--- src/core/i2c_seq_pkg.sv ---
package i2c_seq_pkg;
    localparam logic [11:0] DEV_DATA = 12'hf50;
    localparam logic [11:0] DEV_STAT = 12'hf51;
    localparam logic [11:0] DEV_CTL  = 12'hf52;

    localparam logic [7:0] CTL_EN    = 8'h80;
    localparam logic [7:0] CTL_START = 8'h40;
    localparam logic [7:0] CTL_STOP  = 8'h20;
    localparam logic [7:0] CTL_TXI   = 8'h08;
    localparam logic [7:0] CTL_NAK   = 8'h04;

    localparam int ST_HOLD_EMPTY = 7;
    localparam int ST_RX_FULL    = 6;
    localparam int ST_NACK_IRQ   = 0;
    localparam int CTL_STOP_BIT  = 5;
    localparam int CTL_TXI_BIT   = 3;
    localparam int CTL_NAK_BIT   = 2;

    localparam logic [4:0] TEN_PREFIX = 5'h1e;

    localparam logic [7:0] REG_CMD   = 8'h00;
    localparam logic [7:0] REG_SLAVE = 8'h01;
    localparam logic [7:0] REG_LEN   = 8'h02;
    localparam logic [7:0] REG_STAT  = 8'h03;
    localparam logic [7:0] REG_BUF   = 8'h10;

    localparam int CMD_GO   = 0;
    localparam int CMD_READ = 1;
    localparam int CMD_TEN  = 2;

    typedef enum logic [3:0] {
        S_IDLE, S_ENABLE, S_POLL_E, S_WAIT_E, S_CHK_E, S_ADDR, S_START, S_POLL,
        S_WAIT, S_CHK, S_TXD, S_RXD, S_RXW, S_RXCAP, S_NAKSET, S_STOP
    } seq_state_t;
endpackage

--- src/core/i2c_seq_host.sv ---
// Design decisions made here: the strobed register port and the placing of the registers.
`timescale 1ns/1ps
`default_nettype none
module i2c_seq_host
    import i2c_seq_pkg::*;
#(
    parameter int DEPTH = 8
) (
    input  wire logic        mclk,
    input  wire logic        sys_rst,
    input  wire logic [7:0]  addr,
    input  wire logic [15:0] wdata,
    input  wire logic        wr,
    input  wire logic        rd,
    output logic      [15:0] rdata,
    output logic      [11:0] dev_addr,
    output logic      [7:0]  dev_wdata,
    output logic             dev_wr,
    output logic             dev_rd,
    input  wire logic [7:0]  dev_rdata
);
    localparam int IW = $clog2(DEPTH);
    localparam int CW = IW + 1;

    seq_state_t     state_q;
    seq_state_t     state_d;
    logic [11:0]    dev_addr_q;
    logic [11:0]    dev_addr_d;
    logic [7:0]     dev_wdata_q;
    logic [7:0]     dev_wdata_d;
    logic           dev_wr_q;
    logic           dev_wr_d;
    logic           dev_rd_q;
    logic           dev_rd_d;
    logic [15:0]    rdata_q;
    logic [9:0]     slave_q;
    logic [CW-1:0]  len_q;
    logic           read_q;
    logic           ten_q;
    logic           done_q;
    logic           nack_q;
    logic [CW-1:0]  tx_cnt_q;
    logic [CW-1:0]  rx_cnt_q;
    logic [7:0]     buf_q [DEPTH];

    wire            busy       = (state_q != S_IDLE);
    wire            go_take    = wr && (addr == REG_CMD) && wdata[CMD_GO] && !busy;
    wire            buf_hit    = (addr >= REG_BUF) && (addr < REG_BUF + 8'(DEPTH));
    wire [IW-1:0]   buf_idx    = IW'(addr - REG_BUF);
    // A 10-bit read needs a repeated start sequence; ten-bit transfers are writes only.
    wire            rd_mode    = read_q && !ten_q;
    wire [CW-1:0]   len_eff    = (rd_mode && len_q == '0) ? CW'(1) : len_q;
    wire [CW-1:0]   tx_total   = len_q + CW'(ten_q);
    wire [IW-1:0]   tx_idx     = IW'(tx_cnt_q - CW'(ten_q));
    wire [7:0]      tx_byte    = (ten_q && tx_cnt_q == '0) ? slave_q[7:0] : buf_q[tx_idx];
    wire [7:0]      first_addr = ten_q ? {TEN_PREFIX, slave_q[9:8], 1'b0}
                                       : {slave_q[6:0], rd_mode};
    wire [CW-1:0]   rx_next    = rx_cnt_q + CW'(1);
    wire            nak_due    = (len_eff > CW'(1)) && (rx_next == len_eff - CW'(1));
    wire            st_empty   = dev_rdata[ST_HOLD_EMPTY];
    wire            st_rxfull  = dev_rdata[ST_RX_FULL];
    wire            st_nacki   = dev_rdata[ST_NACK_IRQ];
    wire [15:0]     stat_word  = {13'h0000, nack_q, done_q, busy};
    wire [15:0]     rd_word    = (addr == REG_SLAVE) ? {6'h00, slave_q}
                               : (addr == REG_LEN)   ? 16'(len_q)
                               : (addr == REG_STAT)  ? stat_word
                               : buf_hit             ? {8'h00, buf_q[buf_idx]}
                               : 16'h0000;

    always_comb begin
        state_d     = state_q;
        dev_wr_d    = 1'b0;
        dev_rd_d    = 1'b0;
        dev_addr_d  = dev_addr_q;
        dev_wdata_d = dev_wdata_q;
        case (state_q)
            S_IDLE: begin
                if (go_take) begin
                    state_d = S_ENABLE;
                end
            end
            S_ENABLE: begin
                dev_wr_d    = 1'b1;
                dev_addr_d  = DEV_CTL;
                dev_wdata_d = CTL_EN | CTL_TXI;
                state_d     = S_POLL_E;
            end
            S_POLL_E: begin
                dev_rd_d   = 1'b1;
                dev_addr_d = DEV_STAT;
                state_d    = S_WAIT_E;
            end
            S_WAIT_E: state_d = S_CHK_E;
            S_CHK_E: begin
                state_d = st_empty ? S_ADDR : S_POLL_E;
            end
            S_ADDR: begin
                dev_wr_d    = 1'b1;
                dev_addr_d  = DEV_DATA;
                dev_wdata_d = first_addr;
                state_d     = S_START;
            end
            S_START: begin
                dev_wr_d    = 1'b1;
                dev_addr_d  = DEV_CTL;
                dev_wdata_d = CTL_EN | CTL_START | (rd_mode ? 8'h00 : CTL_TXI)
                            | ((rd_mode && len_eff == CW'(1)) ? CTL_NAK : 8'h00);
                state_d     = S_POLL;
            end
            S_POLL: begin
                dev_rd_d   = 1'b1;
                dev_addr_d = DEV_STAT;
                state_d    = S_WAIT;
            end
            S_WAIT: state_d = S_CHK;
            S_CHK: begin
                // Polling simply spins while the slave stretches the clock.
                if (st_nacki) begin
                    state_d = S_STOP;
                end else if (rd_mode) begin
                    state_d = st_rxfull ? S_RXD : S_POLL;
                end else if (st_empty) begin
                    state_d = (tx_cnt_q < tx_total) ? S_TXD : S_STOP;
                end else begin
                    state_d = S_POLL;
                end
            end
            S_TXD: begin
                dev_wr_d    = 1'b1;
                dev_addr_d  = DEV_DATA;
                dev_wdata_d = tx_byte;
                state_d     = S_POLL;
            end
            S_RXD: begin
                dev_rd_d   = 1'b1;
                dev_addr_d = DEV_DATA;
                state_d    = S_RXW;
            end
            S_RXW: state_d = S_RXCAP;
            S_RXCAP: begin
                state_d = nak_due ? S_NAKSET : S_POLL;
            end
            S_NAKSET: begin
                dev_wr_d    = 1'b1;
                dev_addr_d  = DEV_CTL;
                dev_wdata_d = CTL_EN | CTL_NAK;
                state_d     = S_POLL;
            end
            S_STOP: begin
                dev_wr_d    = 1'b1;
                dev_addr_d  = DEV_CTL;
                dev_wdata_d = CTL_EN | CTL_STOP;
                state_d     = S_IDLE;
            end
            default: state_d = S_IDLE;
        endcase
    end

    always_ff @(posedge mclk) begin
        if (sys_rst) begin
            state_q     <= S_IDLE;
            dev_addr_q  <= 12'h000;
            dev_wdata_q <= 8'h00;
            dev_wr_q    <= 1'b0;
            dev_rd_q    <= 1'b0;
        end else begin
            state_q     <= state_d;
            dev_addr_q  <= dev_addr_d;
            dev_wdata_q <= dev_wdata_d;
            dev_wr_q    <= dev_wr_d;
            dev_rd_q    <= dev_rd_d;
        end
    end

    always_ff @(posedge mclk) begin
        if (sys_rst) begin
            rdata_q  <= 16'h0000;
            slave_q  <= 10'h000;
            len_q    <= '0;
            read_q   <= 1'b0;
            ten_q    <= 1'b0;
            done_q   <= 1'b0;
            nack_q   <= 1'b0;
            tx_cnt_q <= '0;
            rx_cnt_q <= '0;
        end else begin
            rdata_q <= rd ? rd_word : 16'h0000;
            if (go_take) begin
                read_q   <= wdata[CMD_READ];
                ten_q    <= wdata[CMD_TEN];
                done_q   <= 1'b0;
                nack_q   <= 1'b0;
                tx_cnt_q <= '0;
                rx_cnt_q <= '0;
            end
            if (wr && !busy && addr == REG_SLAVE) begin
                slave_q <= wdata[9:0];
            end
            if (wr && !busy && addr == REG_LEN) begin
                len_q <= wdata[CW-1:0];
            end
            if (state_q == S_TXD) begin
                tx_cnt_q <= tx_cnt_q + CW'(1);
            end
            if (state_q == S_RXCAP) begin
                rx_cnt_q <= rx_next;
            end
            if (state_q == S_CHK && st_nacki) begin
                nack_q <= 1'b1;
            end
            if (state_q == S_STOP) begin
                done_q <= 1'b1;
            end
        end
    end

    // The engine and software share one buffer; software writes are dropped while busy.
    always_ff @(posedge mclk) begin
        if (state_q == S_RXCAP) begin
            buf_q[IW'(rx_cnt_q)] <= dev_rdata;
        end else if (wr && !busy && buf_hit) begin
            buf_q[buf_idx] <= wdata[7:0];
        end
    end

    assign rdata     = rdata_q;
    assign dev_addr  = dev_addr_q;
    assign dev_wdata = dev_wdata_q;
    assign dev_wr    = dev_wr_q;
    assign dev_rd    = dev_rd_q;

    a_enable_first: assert property (
        @(posedge mclk) disable iff (sys_rst)
        go_take |-> ##2 (dev_wr_q && dev_addr_q == DEV_CTL && dev_wdata_q == (CTL_EN | CTL_TXI)))
        else $error("enable and transmit irq enable not written first");
    a_addr_dir: assert property (
        @(posedge mclk) disable iff (sys_rst)
        (state_q == S_ADDR && !ten_q) |=> (dev_wr_q && dev_addr_q == DEV_DATA
            && dev_wdata_q == {slave_q[6:0], read_q}))
        else $error("seven bit address byte wrong");
    a_ten_prefix: assert property (
        @(posedge mclk) disable iff (sys_rst)
        (state_q == S_ADDR && ten_q) |=> (dev_wdata_q[7:3] == TEN_PREFIX && !dev_wdata_q[0]))
        else $error("ten bit first byte pattern wrong");
    a_second_addr: assert property (
        @(posedge mclk) disable iff (sys_rst)
        (state_q == S_TXD && ten_q && tx_cnt_q == '0) |=> (dev_wdata_q == slave_q[7:0]))
        else $error("second address byte not sent first");
    a_stop_no_txi: assert property (
        @(posedge mclk) disable iff (sys_rst)
        (dev_wr_q && dev_addr_q == DEV_CTL && dev_wdata_q[CTL_STOP_BIT]) |->
            (!dev_wdata_q[CTL_TXI_BIT] && $past(state_q) == S_STOP))
        else $error("stop written with transmit irq enable");
    a_nacki_stop: assert property (
        @(posedge mclk) disable iff (sys_rst)
        (state_q == S_CHK && st_nacki) |-> ##2 (dev_wr_q && dev_addr_q == DEV_CTL
            && dev_wdata_q[CTL_STOP_BIT]))
        else $error("no stop after not-acknowledge irq");
    a_nak_single: assert property (
        @(posedge mclk) disable iff (sys_rst)
        (state_q == S_START && rd_mode && len_eff == CW'(1)) |=> dev_wdata_q[CTL_NAK_BIT])
        else $error("single byte read lacks not-acknowledge request");
    a_rx_collect: assert property (
        @(posedge mclk) disable iff (sys_rst)
        (state_q == S_CHK && rd_mode && st_rxfull && !st_nacki) |->
            ##2 (dev_rd_q && dev_addr_q == DEV_DATA) ##1 (state_q == S_RXCAP))
        else $error("received byte not collected");
    a_stop_empty: assert property (
        @(posedge mclk) disable iff (sys_rst)
        (state_q == S_CHK && !rd_mode && !st_nacki && st_empty && tx_cnt_q == tx_total) |->
            ##2 (dev_wr_q && dev_wdata_q == (CTL_EN | CTL_STOP)))
        else $error("no stop when data ran out");
    // Strobes are registered, so each access shows one edge after the state that asks.
    a_start_follows: assert property (
        @(posedge mclk) disable iff (sys_rst)
        (state_q == S_ADDR) |-> ##2 (dev_wr_q && dev_addr_q == DEV_CTL
            && (dev_wdata_q & CTL_START) != 8'h00))
        else $error("start not requested after address byte");
    a_read_dir: assert property (
        @(posedge mclk) disable iff (sys_rst)
        (state_q == S_ADDR && rd_mode) |=> (dev_wr_q && dev_addr_q == DEV_DATA
            && dev_wdata_q[0]))
        else $error("read address byte lacks read bit");
    a_txi_write: assert property (
        @(posedge mclk) disable iff (sys_rst)
        (state_q == S_START && !rd_mode) |=> dev_wdata_q[CTL_TXI_BIT])
        else $error("write start lacks transmit irq enable");
    a_read_no_txi: assert property (
        @(posedge mclk) disable iff (sys_rst)
        (state_q == S_START && rd_mode) |=> !dev_wdata_q[CTL_TXI_BIT])
        else $error("read start keeps transmit irq enable");
    a_stall_poll: assert property (
        @(posedge mclk) disable iff (sys_rst)
        (state_q == S_CHK && !rd_mode && !st_nacki && !st_empty) |=> (state_q == S_POLL))
        else $error("write went on before holding register emptied");
    a_ack_advance: assert property (
        @(posedge mclk) disable iff (sys_rst)
        (state_q == S_CHK && !rd_mode && !st_nacki && st_empty && tx_cnt_q < tx_total) |->
            ##2 (dev_wr_q && dev_addr_q == DEV_DATA))
        else $error("next byte not loaded after acknowledge");
    a_rx_wait: assert property (
        @(posedge mclk) disable iff (sys_rst)
        (state_q == S_CHK && rd_mode && !st_nacki && !st_rxfull) |=> (state_q == S_POLL))
        else $error("read went on before a byte arrived");
    a_nak_early: assert property (
        @(posedge mclk) disable iff (sys_rst)
        (state_q == S_RXCAP && nak_due) |-> ##2 (dev_wr_q && dev_addr_q == DEV_CTL
            && dev_wdata_q[CTL_NAK_BIT]))
        else $error("not-acknowledge not requested before last byte");
    a_done_flag: assert property (
        @(posedge mclk) disable iff (sys_rst)
        (state_q == S_STOP) |=> (state_q == S_IDLE && done_q))
        else $error("done not flagged after stop");
endmodule // i2c_seq_host
`default_nettype wire

--- config.mk ---
export PLATFORM = sky130hd
export DESIGN_NAME = i2c_seq_host
export DESIGN_NICKNAME = d
export VERILOG_FILES = /design/src/core/i2c_seq_pkg.sv /design/src/core/i2c_seq_host.sv
export SDC_FILE = /design/constraint.sdc
export NUM_CORES = 1
export LEC_CHECK = 0
export BUFFER_PORTS_ARGS = -buffer_cell sky130_fd_sc_hd__buf_2
export CORE_MARGIN = 2
export CORE_UTILIZATION = 58
export CTS_CLUSTER_DIAMETER = 30
export DETAILED_ROUTE_END_ITERATION = 10
export GPL_TIMING_DRIVEN = 0
export PLACE_DENSITY = 0.83
export SLEW_MARGIN = 20
export SYNTH_ARGS = -nofsm -noshare
export SYNTH_HDL_FRONTEND = slang
export SYNTH_SLANG_ARGS = --single-unit
--- constraint.sdc ---
create_clock -name mclk -period 3.1 [get_ports mclk]
set_input_delay 0.155 -clock mclk [delete_from_list [all_inputs] [get_ports mclk]]
set_output_delay 0.155 -clock mclk [all_outputs]
set_load 0.01 [all_outputs]
---- After elaboration in Yosys (flattened, before gate mapping) ----
Memories as Yosys holds them, arrays and structs flattened.
Index checks and enable logic that the tools add are counted.
word-level totals
  register bits ........................... 68
  RAM bits ................................ 64
  input bits .............................. 36
  output and inout bits ................... 38
  memories ................................ 1
operators by class
  add/sub/neg operators ................... 6
  order comparisons ....................... 4
  equality and inequality tests ........... 21
  mux-type cells .......................... 36
  bitwise operators ....................... 2
  reduce and logical (&&, ||, !) cells .... 36
memory list
  memory  words  width  read ports  clocked after Yosys merged registers in  wr ports  RTL line            source
  buf_q   8      8      2           0                                        1         i2c_seq_host.sv:44  logic [7:0] buf_q [DEPTH];
operators by type and width
  operator                                                            number
  one-hot mux 4 bit (14 select lines)                                 1
  2-to-1 mux 8 bit                                                    6
  one-hot mux 8 bit (6 select lines)                                  1
  2-to-1 mux 4 bit                                                    11
  one-hot mux 12 bit (3 select lines)                                 1
  equality test 4 bit (second input constant)                         8
  equality test 4 x 3 -> 1 bit (second input constant)                4
  equality test 8 x 2 -> 1 bit (second input constant)                2
  logical AND 1 bit                                                   14
  zero test 4 bit                                                     3
  2-to-1 mux 3 bit                                                    4
  2-to-1 mux 1 bit                                                    11
  2-to-1 mux 10 bit                                                   1
  OR reduction 3 bit                                                  3
  adder 4 x 1 -> 4 bit (second input constant)                        2
  equality test 4 x 1 -> 1 bit (second input constant)                2
  equality test 4 x 2 -> 1 bit (second input constant)                2
  equality test 8 x 1 -> 1 bit (second input constant)                1
  greater-or-equal comparator 8 x 5 -> 1 bit (second input constant)  1
  zero test 8 bit                                                     1
  less-than comparator 8 x 5 -> 1 bit (second input constant)         1
  bitwise OR 8 x 3 -> 8 bit                                           1
  nonzero test 2 bit                                                  4
  OR reduction 8 bit                                                  1
  other kinds (17)                                                    19

---- Longest topological paths before layout ----
Gate-level depths: netlist of the first run.
  word-level depth ........................ 9
  depth in mapped cells ................... 10

---- Least setup slack after synthesis of the first run ----
No wires, ideal clock.
  path kind ............................... flip-flop to flip-flop
  from .................................... reg tx_cnt_q[0]
  to ...................................... reg dev_wdata_q[1], in the netlist dev_wdata[1]
  library setup time ...................... 0.130 ns
  arrival ................................. 2.175 ns
  data required time ...................... 2.970 ns
  setup slack ............................. 0.795 ns
  stages on the path, launching flop included .. 11
  buffers on the path ..................... 2
  clock period less this slack ............ 2.305 ns
  cell sequence ........................... dfxtp_1 > inv_1 > ha_1 > ha_1 > buf_1 > clkbuf_1 > mux4_2 > mux2i_1 > nor2_1 > a21oi_1 > o22ai_1
on the way
  word-level cells in the longest chain between the ends .. 4
  elaborated cells between the ends (all ways) .. 6
  those cells by class .................... 1 x add/sub; 2 x mux; 2 x reduce/logical; 1 x memory
RTL lines
  element                                                              RTL line                                source
  start: declaration                                                   i2c_seq_host.sv:42                      logic [CW-1:0] tx_cnt_q;
  start signal: assignment                                             i2c_seq_host.sv:203                     tx_cnt_q <= tx_cnt_q + CW'(1);
  subtractor 3 x 1 -> 3 bit / zero test 4 bit (equally long branches)  i2c_seq_host.sv:54, i2c_seq_host.sv:55
  memory (8 x 8 bit) / logical AND 1 bit (equally long branches)       --
  2-to-1 mux 8 bit (*)                                                 i2c_seq_host.sv:55                      wire [7:0] tx_byte = (ten_q && tx_cnt_q == '0) ? slave_q[7:0] : buf_q[tx_idx];
  one-hot mux 8 bit (6 select lines) (*)                               i2c_seq_host.sv:76                      case (state_q)
  end signal: assignment                                               i2c_seq_host.sv:169                     dev_wdata_q <= dev_wdata_d;
  end: declaration                                                     i2c_seq_host.sv:29                      logic [7:0] dev_wdata_q;
Mark *: on every way between the ends. The rest lies on a longest branch, timed or not.
A chain may end at the register's enable or synchronous reset.

---- Worst setup path in the final report of the first run ----
  from .................................... reg tx_cnt_q[0]
  to ...................................... reg dev_wdata_q[2], in the netlist dev_wdata[2]
The elaborated chain is that of the path after synthesis.

==> results.md, run 1 <==
- Status: finished, final reports clean
- Die H: 107 um
- MaxCap Viol Count: 0
- Synth top cells by count: nand2_1 (65), edfxtp_1 (64), nor2_1 (59)
- Wire per inst: just over 20 um
- YS warnings: 0
- Post-Route Setup TNS: 0 ns
- Overall Power: around 3500 uW
- FF-to-FF setup slack: roughly 0.14 ns
- Worst slew pin tran: 0.982 ns
- Crit-path cells: inv_1, ha_1, ha_1, buf_1, clkbuf_2, mux4_2, mux2i_1, nor2_1, a21oi_1, o22ai_1
- Global-route wire length before repair: 25.5 mm
- Worst EP required: roughly 3.5 ns
- Worst r2r src: tx_cnt_q[0]$_SDFFE_PP0P_
- Fill cells: roughly 730
- Ports: 74
- Final setup violation count: 0
- HP Start: sys_rst
- Netlist cell types: 56
- Clock Sinks: 117
- Port bufs: 55
- Gr ovfl total: 0
- Final critical-path share of the clock period: a little over nine tenths
- Antenna viol nets, final: 0
- WP data arrival: approximately 3.4 ns
- Fin Hold WS: roughly 0.055 ns
- Maximum clock rate: around 340 MHz
- Sequential area share after synthesis: 48.9%
- Hold path endpoint: rdata[1]$_SDFF_PP0_
- Hpwl dp: 11.5 mm
- Non-Filler Instances: between 700 and 800
- GP Congestion: around 0.95
- Main synth FF type: edfxtp_1
- Hold Path Class: input pin to flop
- Layout Skew: 0.00790 ns
- Setup crit end kind: flop
- Max rail drop VDD: 0.000456 V
- Most numerous cell in the Yosys netlist: nand2_1
- Leak: 0.00270 uW
- Post-CTS Setup Inserts: 0
- Drt drc: 0
- CP Class: flop to flop
- Via Count: a little under 5,000
- Die Wd: around 110 um
- GR Util All Layers: between 30 and 40%
- Ys async rst share: 0%
- Core Area: a little over 10,000 um2
- Pin count of the biggest net entering global routing: 17
- Average cell area after synthesis: around 11 um2
- Setup crit start kind: flop
- Synth Cell Area: 6100 um2
- Vias in the first global route: between 4,000 and 5,000
- Inst Count DP: approximately 750
- Clk buf depth: 2
- Antenna violations before repair: 0
- DRT Pass-1 Iters: 6
- Layout cells sized above 1: about 25%
- Cell Area, Placed: 6580 um2
- Final nets: 692
- Slew Viols, Final: 0
- Worst-Skew Late Latency: between 0.5 and 0.6 ns
- Number of synthesized register bits: roughly 120
- Post-synth EDFFs: 64
- Reg2reg end: dev_wdata[2]$_SDFFE_PP0P_
- Die area: ~11,000 um2
- RSZ-0062 raised after global routing: false
- Worst-path fanout max: 10
- Synth-to-Final Area Change: 18.2%
- Vias per cell: between 6 and 7
- Share of the synthesized area in the top cell type: about a third
- Antenna diodes: 0
- Max stage delay on crit path: about 0.43 ns
- Leading area contributor after synthesis: edfxtp_1
- Fin area: 7210 um2
- Hold path depth: 4
- CTS clk-pin slew, worst paths: 0.06 ns
- R2R cell count: 10
- Most frequent CP cell: ha_1
- Core Rows: 37
- Slowest CP cell: buf_1
- Cell Pwr Density: between 400 and 500 nW/um2
- Initial core utilization: between 50% and 60%
- H-tree depth: 4
- Root buffer cell: clkbuf_8
- Ranking of synthesized cells by area: edfxtp_1 (32%), dfxtp_1 (17%), mux4_2 (12%), nand2_1 (4.0%), mux2i_1 (3.8%)
- CTS tree: built
- Minimum clock period: 2.96 ns
- Final Hold Violating Endpoints: 0
- Synthesized instance count: around 550
- CTS Buf Count: 17
- Number of DRC markers in iteration 0: 479
- Rel. slew slack: approximately a third
- Total wire length: 16.4 mm
[what timing repair did]
item / CTS / global route
hold buffers: 11 / 0
hold endpoints to repair: 17 / 0
gates resized for setup: 1 / 0
endpoints found under the setup margin: 3 / 0
[cell type report]
cell class	count	area, um2	share of cell area (%)
plain buffers	48	267	3.70
clock buffers	17	414	5.75
clock inverters	15	108	1.49
inverters	13	48.8	0.677
multi-input cells	383	2830	39.3
flip-flops and latches	117	2980	41.4
well taps	136	170	2.36
repair buffers	66	385	5.35
[worst max-delay path by stage]
stage                        startpoint                         to  slack (ns)  cells after the start
2_1_floorplan  tx_cnt_q[0]$_SDFFE_PP0P_  dev_wdata[1]$_SDFFE_PP0P_        0.79                     10
3_3_place_gp   tx_cnt_q[0]$_SDFFE_PP0P_  dev_wdata[2]$_SDFFE_PP0P_        0.08                     10
3_5_place_dp   tx_cnt_q[0]$_SDFFE_PP0P_  dev_wdata[2]$_SDFFE_PP0P_      -0.005                     10
4_1_cts        tx_cnt_q[0]$_SDFFE_PP0P_  dev_wdata[2]$_SDFFE_PP0P_        0.19                     10
5_1_grt        tx_cnt_q[0]$_SDFFE_PP0P_  dev_wdata[2]$_SDFFE_PP0P_       0.009                     10
6_report       tx_cnt_q[0]$_SDFFE_PP0P_  dev_wdata[2]$_SDFFE_PP0P_        0.14                     10
[worst max-delay path, delay by kind of cell (launching register included)]
family                   cells  cell delay, ns
AND/OR/NAND/NOR              1            0.08
AO/OA/AOI/OAI                2            0.27
multiplexers                 2            0.64
buffers and inverters        3            0.94
flip-flops                   1            0.40
adder cells (fa/ha/maj)      2            0.49
[per-layer routing]
layer | global-route usage (%) | up-vias | wire, um
met5 | 0 | - | 0
met4 | 11.8 | 0 | 466
met3 | 8.58 | 53 | 1560
met2 | 52.2 | 300 | 8150
met1 | 36.4 | 2384 | 6220
li1 | - | 2203 | -
[state kept, by name, indices dropped and copies added (netlist names), 3 cells and up]
name	count
buf_q	64
rdata	10
slave_q	10
dev_wdata	8
len_q	4
rx_cnt_q	4
state_q	4
tx_cnt_q	4
dev_addr	3
[report_power, final]
| part | internal, uW | leakage, uW | switching [uW] |
|---|---|---|---|
| logic | 69.6 | 0.00145 | 98.1 |
| registers | 1640 | 0.00100 | 0.920 |
| clock network | 981 | 0.000252 | 744 |
[per-stage QoR]
| step | setup slack (ns) | utilization (%) |
|---|---|---|
| after CTS | 0.190 | 70.1 |
| after global placement | 0.0838 | 64.0 |
| after global routing | 0.00937 | 70.1 |
| after detailed placement | -0.00463 | 64.0 |
| final | 0.137 | 70.1 |
| after floorplan | 0.795 | - |
[logic make-up after synthesis]
family	share of synthesized area (%)
XOR/XNOR	1.89
buffers and inverters	5.15
AO/OA/AOI/OAI	11.1
AND/OR/NAND/NOR	14.4
adder cells (fa/ha/maj)	2.05
other	0.0615
flip-flops	48.9
multiplexers	16.3
[placed cells by master, fill, tap and decap left out, types with 5 or more instances in the layout]
cell and instances:
a22oi_1 6, mux4_2 32, dlygate4sd3_1 11, nand2b_1 9
nor2b_1 10, o22ai_1 9, nor2_1 59, buf_4 15
buf_1 5, o21ai_0 19, mux2i_1 23, and2_1 5
xnor2_1 6, a21oi_1 37, ha_1 10, a31oi_1 9
inv_1 13, clkbuf_1 14, clkbuf_16 16, edfxtp_1 64
nand3_1 12, nand2_1 65, buf_2 66, conb_1 10
dfxtp_1 53, nor3_1 7, a211oi_1 6
Note: power is estimated with default switching activity, not from simulation.
==> inputs of run 2 (changes only) <==
- REMOVE_ABC_BUFFERS: not set -> 1
==> run 2 against run 1 <==
  * Register-to-register slack worse by 0.04 ns
  * Die area is the same
  * Final cell count fell by 5.7%
  * Core utilization fell by 1.1 points
==> results.md, run 2 (same netlist as run 1, synthesis figures left out) <==
- Top reg by flops: buf_q
- FF-to-FF setup slack: around 0.09 ns
- DRT Pass-1 Iters: 6
- H-tree depth: 4
- Number of DRC markers in iteration 0: 516
- GR Util All Layers: 29.9%
- Status: finished, final reports clean
- Cell Pwr Density: 539 nW/um2
- Non-Filler Instances: 750
- Vias per cell: ~6.4
- Max stage delay on crit path: 0.78 ns
- Pre-CTS setup slack: -0.272 ns
- Layout Skew: 0.0110 ns
- Inst Count DP: slightly above 700
- Commonest non-fill, non-tap cell in the layout: nand2_1
- Hpwl dp: between 10 and 15 mm
- Final setup violation count: 0
- Synth-to-Final Area Change: 16.4%
- Worst EP required: between 3 and 4 ns
- Critical path's top delay family: simple AND/OR/NAND/NOR gates
- Antenna diodes: 0
- WP data arrival: roughly 3.2 ns
- Port bufs: 57
- Drt drc: 0
- CP Class: flop to flop
- Final critical-path share of the clock period: between 90 and 100%
- Flip-flop count of the largest register after layout: 64
- Antenna violations before repair: 0
- Rel. slew slack: 31.4%
- Setup crit end kind: flop
- Setup crit start kind: flop
- Core Rows: 37
- MaxCap Viol Count: 0
- Clock Sinks: 117
- Overall Power: ~3800 uW
- Most frequent cells in the layout: nand2_1 (65), edfxtp_1 (64), buf_2 (57), nor2_1 (53), dfxtp_1 (53)
- PnR worst setup slack: 0.0928 ns
- Die area: about 11,000 um2
- Initial core utilization: between 50% and 60%
- GP Congestion: roughly 0.96
- Global-route wire length before repair: around 25 mm
- Slowest CP cell: nor2_1
- Core Area: between 10,000 and 15,000 um2
- Wire per inst: around 21 um
- Fin Hold WS: roughly 0.032 ns
- Max rail drop VDD: 0.000422 V
- Worst slew pin tran: between 1 and 1.5 ns
- Crit-path cells: nor4_4, nand4_4, nor3b_1, a31oi_1, nor2_1
- Worst-path fanout max: 21
- Hold Path Class: input pin to flop
- Layout cells sized above 1: about a quarter
- Root buffer cell: clkbuf_8
- Slew Viols, Final: 0
- Worst-Skew Late Latency: 0.54 ns
- Total wire length: approximately 16 mm
- Die H: approximately 110 um
- Minimum clock period: 3.01 ns
- Clk buf depth: 2
- CTS tree: built
- CTS Buf Count: 17
- Pin count of the biggest net entering global routing: 48
- Leak: around 0.0026 uW
- Die Wd: roughly 110 um
- Final nets: around 650
- Layout Utilization: between 60% and 70%
- Gr ovfl total: 0
- CTS clk-pin slew, worst paths: 0.06 ns
- Antenna viol nets, final: 0
- Critical path buffers and inverters: 0
- Final Hold Violating Endpoints: 0
- Maximum clock rate: around 330 MHz
- Ports: 74
- Vias in the first global route: roughly 4,800
- Via Count: 4,830
-- run 2: path summary, 6_finish.rpt --
path	start	to	depth (start not counted)
worst max-delay path	state_q[1]$_SDFFE_PP0P_	buf_q[4][3]$_DFFE_PP_	5
worst min-delay path	dev_rdata[6]	state_q[2]$_SDFFE_PP0P_	4
worst max register to register	state_q[1]$_SDFFE_PP0P_	buf_q[4][3]$_DFFE_PP_	5
worst min register to register	slave_q[8]$_SDFFE_PP0P_	slave_q[8]$_SDFFE_PP0P_	2
-- run 2: metal layers --
| metal | track usage (%) | share of wire (%) | vias to the layer above |
|---|---|---|---|
| met5 | 0 | 0 | - |
| met4 | 17.7 | 4.8 | 0 |
| met3 | 7.42 | 10 | 82 |
| met2 | 48.6 | 49 | 307 |
| met1 | 36.3 | 36 | 2326 |
| li1 | - | - | 2115 |
-- run 2: layout make-up --
| type | count | area [um2] |
|---|---|---|
| fillers | 730 | 3180 |
| multi-input cells | 383 | 2880 |
| clock inverters | 14 | 190 |
| clock buffers | 18 | 418 |
| flip-flops and latches | 117 | 2980 |
| well taps | 136 | 170 |
| repair buffers | 69 | 403 |
| inverters | 13 | 48.8 |
-- run 2: worst reg2reg max path, stage by stage, from the launching register on --
cell	delay (ns)
dfxtp_1	0.54
nor4_4	0.53
nand4_4	0.35
nor3b_1	0.31
a31oi_1	0.13
nor2_1	0.78
-- run 2: stage by stage --
step           setup TNS, ns  cell area (um2)
4_1_cts                -1.59             7060
3_3_place_gp           -4.03             6320
6_report                   0             7100
2_1_floorplan              0             5860
5_1_grt             -0.00130             7100
3_5_place_dp           -6.90             6330
-- run 2: what timing repair did --
item / in CTS / in global routing
resized for setup: 5 / 6
endpoints found under the hold margin: 17 / 0
hold buffers: 11 / 0
endpoints found under the setup margin: 32 / 57
setup buffers: 0 / 0
-- run 2: report_power, final --
part	internal (uW)	switching, uW	total (uW)
Combinational	58.4	95.8	154
Sequential	1640	1.27	1640
Clock	1250	782	2030
==> inputs of run 3 (changes only) <==
- CORE_UTILIZATION: 58 -> 35
- PLACE_DENSITY: 0.83 -> 0.56
==> run 3 against run 2 <==
  * Non-clock buffer count is 5 lower
  * Largest cell class unchanged
  * Design area is 0.44% higher
  * First-iteration DRC count is 32% lower
  * Clock power is 11% lower
  * Highest routed layer unchanged
  * Largest power group unchanged
==> results.md, run 3 (same netlist as run 1, synthesis figures left out) <==
- Cell Area, Placed: 6450 um2
- Footprint of the multi-input gates: between 2000 and 3000 um2
- Hold path endpoint: slave_q[4]$_SDFFE_PP0P_
- MaxCap Viol Count: 0
- Clk buf depth: 2
- Wire per inst: about 19 um
- Setup crit end kind: flop
- Fin area: 7130 um2
- Minimum clock period: between 2 and 3 ns
- Crit-path cells: nor4_4, nand4_4, nor3b_1, a31oi_1, nor2_2
- Global-route wire length before repair: approximately 25 mm
- Die area: about 18,000 um2
- Worst slew pin tran: 0.904 ns
- Final nets: 642
- Rel. slew slack: between 30 and 40%
- Reg2reg end: buf_q[2][1]$_DFFE_PP_
- Final critical-path share of the clock period: between 90% and 100%
- Status: finished, final reports clean
- Ports: 74
- Hpwl dp: about 11 mm
- Vias per cell: between 5 and 6
- Core Area: around 17,000 um2
- Vias in the first global route: ~4,400
- Worst-path fanout max: 21
- Number of DRC markers in iteration 0: around 350
- Antenna diodes: 0
- Antenna viol nets, final: 0
- Synth-to-Final Area Change: 16.9%
- Clock Sinks: ~120
- Core Rows: between 40 and 50
- Fin Hold WS: 0.0180 ns
- Initial core utilization: around 35%
- CTS tree: built
- Via Count: 4,492
- Leak: 0.00255 uW
- Flip-flop count of the largest register after layout: 64
- Die H: 136 um
- Antenna violations before repair: 0
- CTS Buf Count: 17
- Final Hold Violating Endpoints: 0
- CTS clk-pin slew, worst paths: roughly 0.05 ns
- Worst EP required: about 3.2 ns
- Setup crit start kind: flop
- WP data arrival: ~2.9 ns
- RSZ-0062 raised after global routing: false
- Critical path's top delay family: simple AND/OR/NAND/NOR gates
- GR Util All Layers: a little under a fifth
- Gr ovfl total: 0
- Slew Viols, Final: 0
- Max stage delay on crit path: about 0.56 ns
- Port bufs: 57
- HP Start: wdata[4]
- GP Congestion: 0.883
- Commonest non-fill, non-tap cell in the layout: nand2_1
- Total wire length: about 16 mm
- Die Wd: approximately 140 um
- Worst r2r src: state_q[0]$_SDFFE_PP0P_
- Pin count of the biggest net entering global routing: 48
- H-tree depth: 4
- Layout Skew: approximately 0.0084 ns
- R2R cell count: 5
- Top reg by flops: buf_q
- Maximum clock rate: around 350 MHz
- Root buffer cell: clkbuf_16
- Post-Route Setup TNS: 0 ns
- Hold path depth: 3
- Final setup violation count: 0
- FF-to-FF setup slack: approximately 0.24 ns
- Cell Pwr Density: roughly 500 nW/um2
- Register area: 2980 um2
- Layout cells sized above 1: approximately a quarter
- Hold Path Class: input pin to flop
- Most frequent cells in the layout: nand2_1 (65), edfxtp_1 (64), buf_2 (57), dfxtp_1 (53), nor2_1 (52)
- Worst-Skew Late Latency: between 0.4 and 0.5 ns
- Fill cells: about 1,700
- CP Class: flop to flop
- Critical path buffers and inverters: 0
- Slowest CP cell: nor4_4
- DRT Pass-1 Iters: 4
- Max rail drop VDD: ~0.00038 V
- Drt drc: 0
## run 3: cell count changes in the layout (fill, tap and decap cells not counted), moves of 3 or more
cell / before / now
clkinv_2: 0 / 3
inv_6: 4 / 0
clkinv_4: 1 / 4
clkbuf_1: 1 / 5
buf_12: 0 / 3
dlygate4sd3_1: 11 / 3
inv_8: 3 / 0
## run 3: report_power, final
part / internal, uW / switching (uW) / total [uW]
clock network: 1120 / 681 / 1800
registers: 1640 / 1.33 / 1640
logic: 52.0 / 90.7 / 143
## run 3: cell type report
cell class,count,share of cell area [%]
inverters,13,0.737
flip-flops and latches,117,41.8
clock buffers,23,6.42
multi-input cells,383,40.5
clock inverters,9,1.18
repair buffers,64,5.37
well taps,225,3.95
## run 3: what timing repair did
item                                   in CTS  in global routing
setup endpoints to repair                  56                 48
hold buffers                                3                  0
buffers inserted                            0                  3
pin swaps                                   0                  1
endpoints found under the hold margin       3                  0
resized for setup                          10                  3
## run 3: how the worst max path moves through the flow
| stage | startpoint | to | slack [ns] | cells after the start |
|---|---|---|---|---|
| 3_5_place_dp | state_q[0]$_SDFFE_PP0P_ | buf_q[3][7]$_DFFE_PP_ | -0.45 | 5 |
| 2_1_floorplan | ten_q$_SDFFE_PP0P_ | dev_wdata[7]$_SDFFE_PP0P_ | 0.72 | 5 |
| 6_report | state_q[0]$_SDFFE_PP0P_ | buf_q[2][1]$_DFFE_PP_ | 0.24 | 5 |
| 5_1_grt | state_q[0]$_SDFFE_PP0P_ | buf_q[6][2]$_DFFE_PP_ | 0.02 | 5 |
| 4_1_cts | state_q[0]$_SDFFE_PP0P_ | buf_q[4][0]$_DFFE_PP_ | 0.05 | 5 |
| 3_3_place_gp | state_q[0]$_SDFFE_PP0P_ | buf_q[3][7]$_DFFE_PP_ | -0.42 | 5 |
## run 3: stage by stage
stage	util, %	setup WS, ns	instances	power (uW)
2_1_floorplan	-	0.723	513	1730
3_5_place_dp	37.5	-0.454	796	1810
3_3_place_gp	37.4	-0.421	795	1810
4_1_cts	41.1	0.0523	831	3610
5_1_grt	41.5	0.0164	834	3690
6_report	41.5	0.242	834	3580
## run 3: layer usage
layer,routed length [um],part of all wire (%),vias up,GRT usage [%]
li1,-,-,2108,-
met1,6830,43,2219,23.2
met2,7930,50,151,30.2
met3,885,5.6,14,4.10
met4,227,1.4,0,5.96
met5,0,0,-,0
## run 3: worst register-to-register path, cell delays in order (launching register included)
cell	delay (ns)
dfxtp_1	0.54
nor4_4	0.57
nand4_4	0.38
nor3b_1	0.33
a31oi_1	0.14
nor2_2	0.55
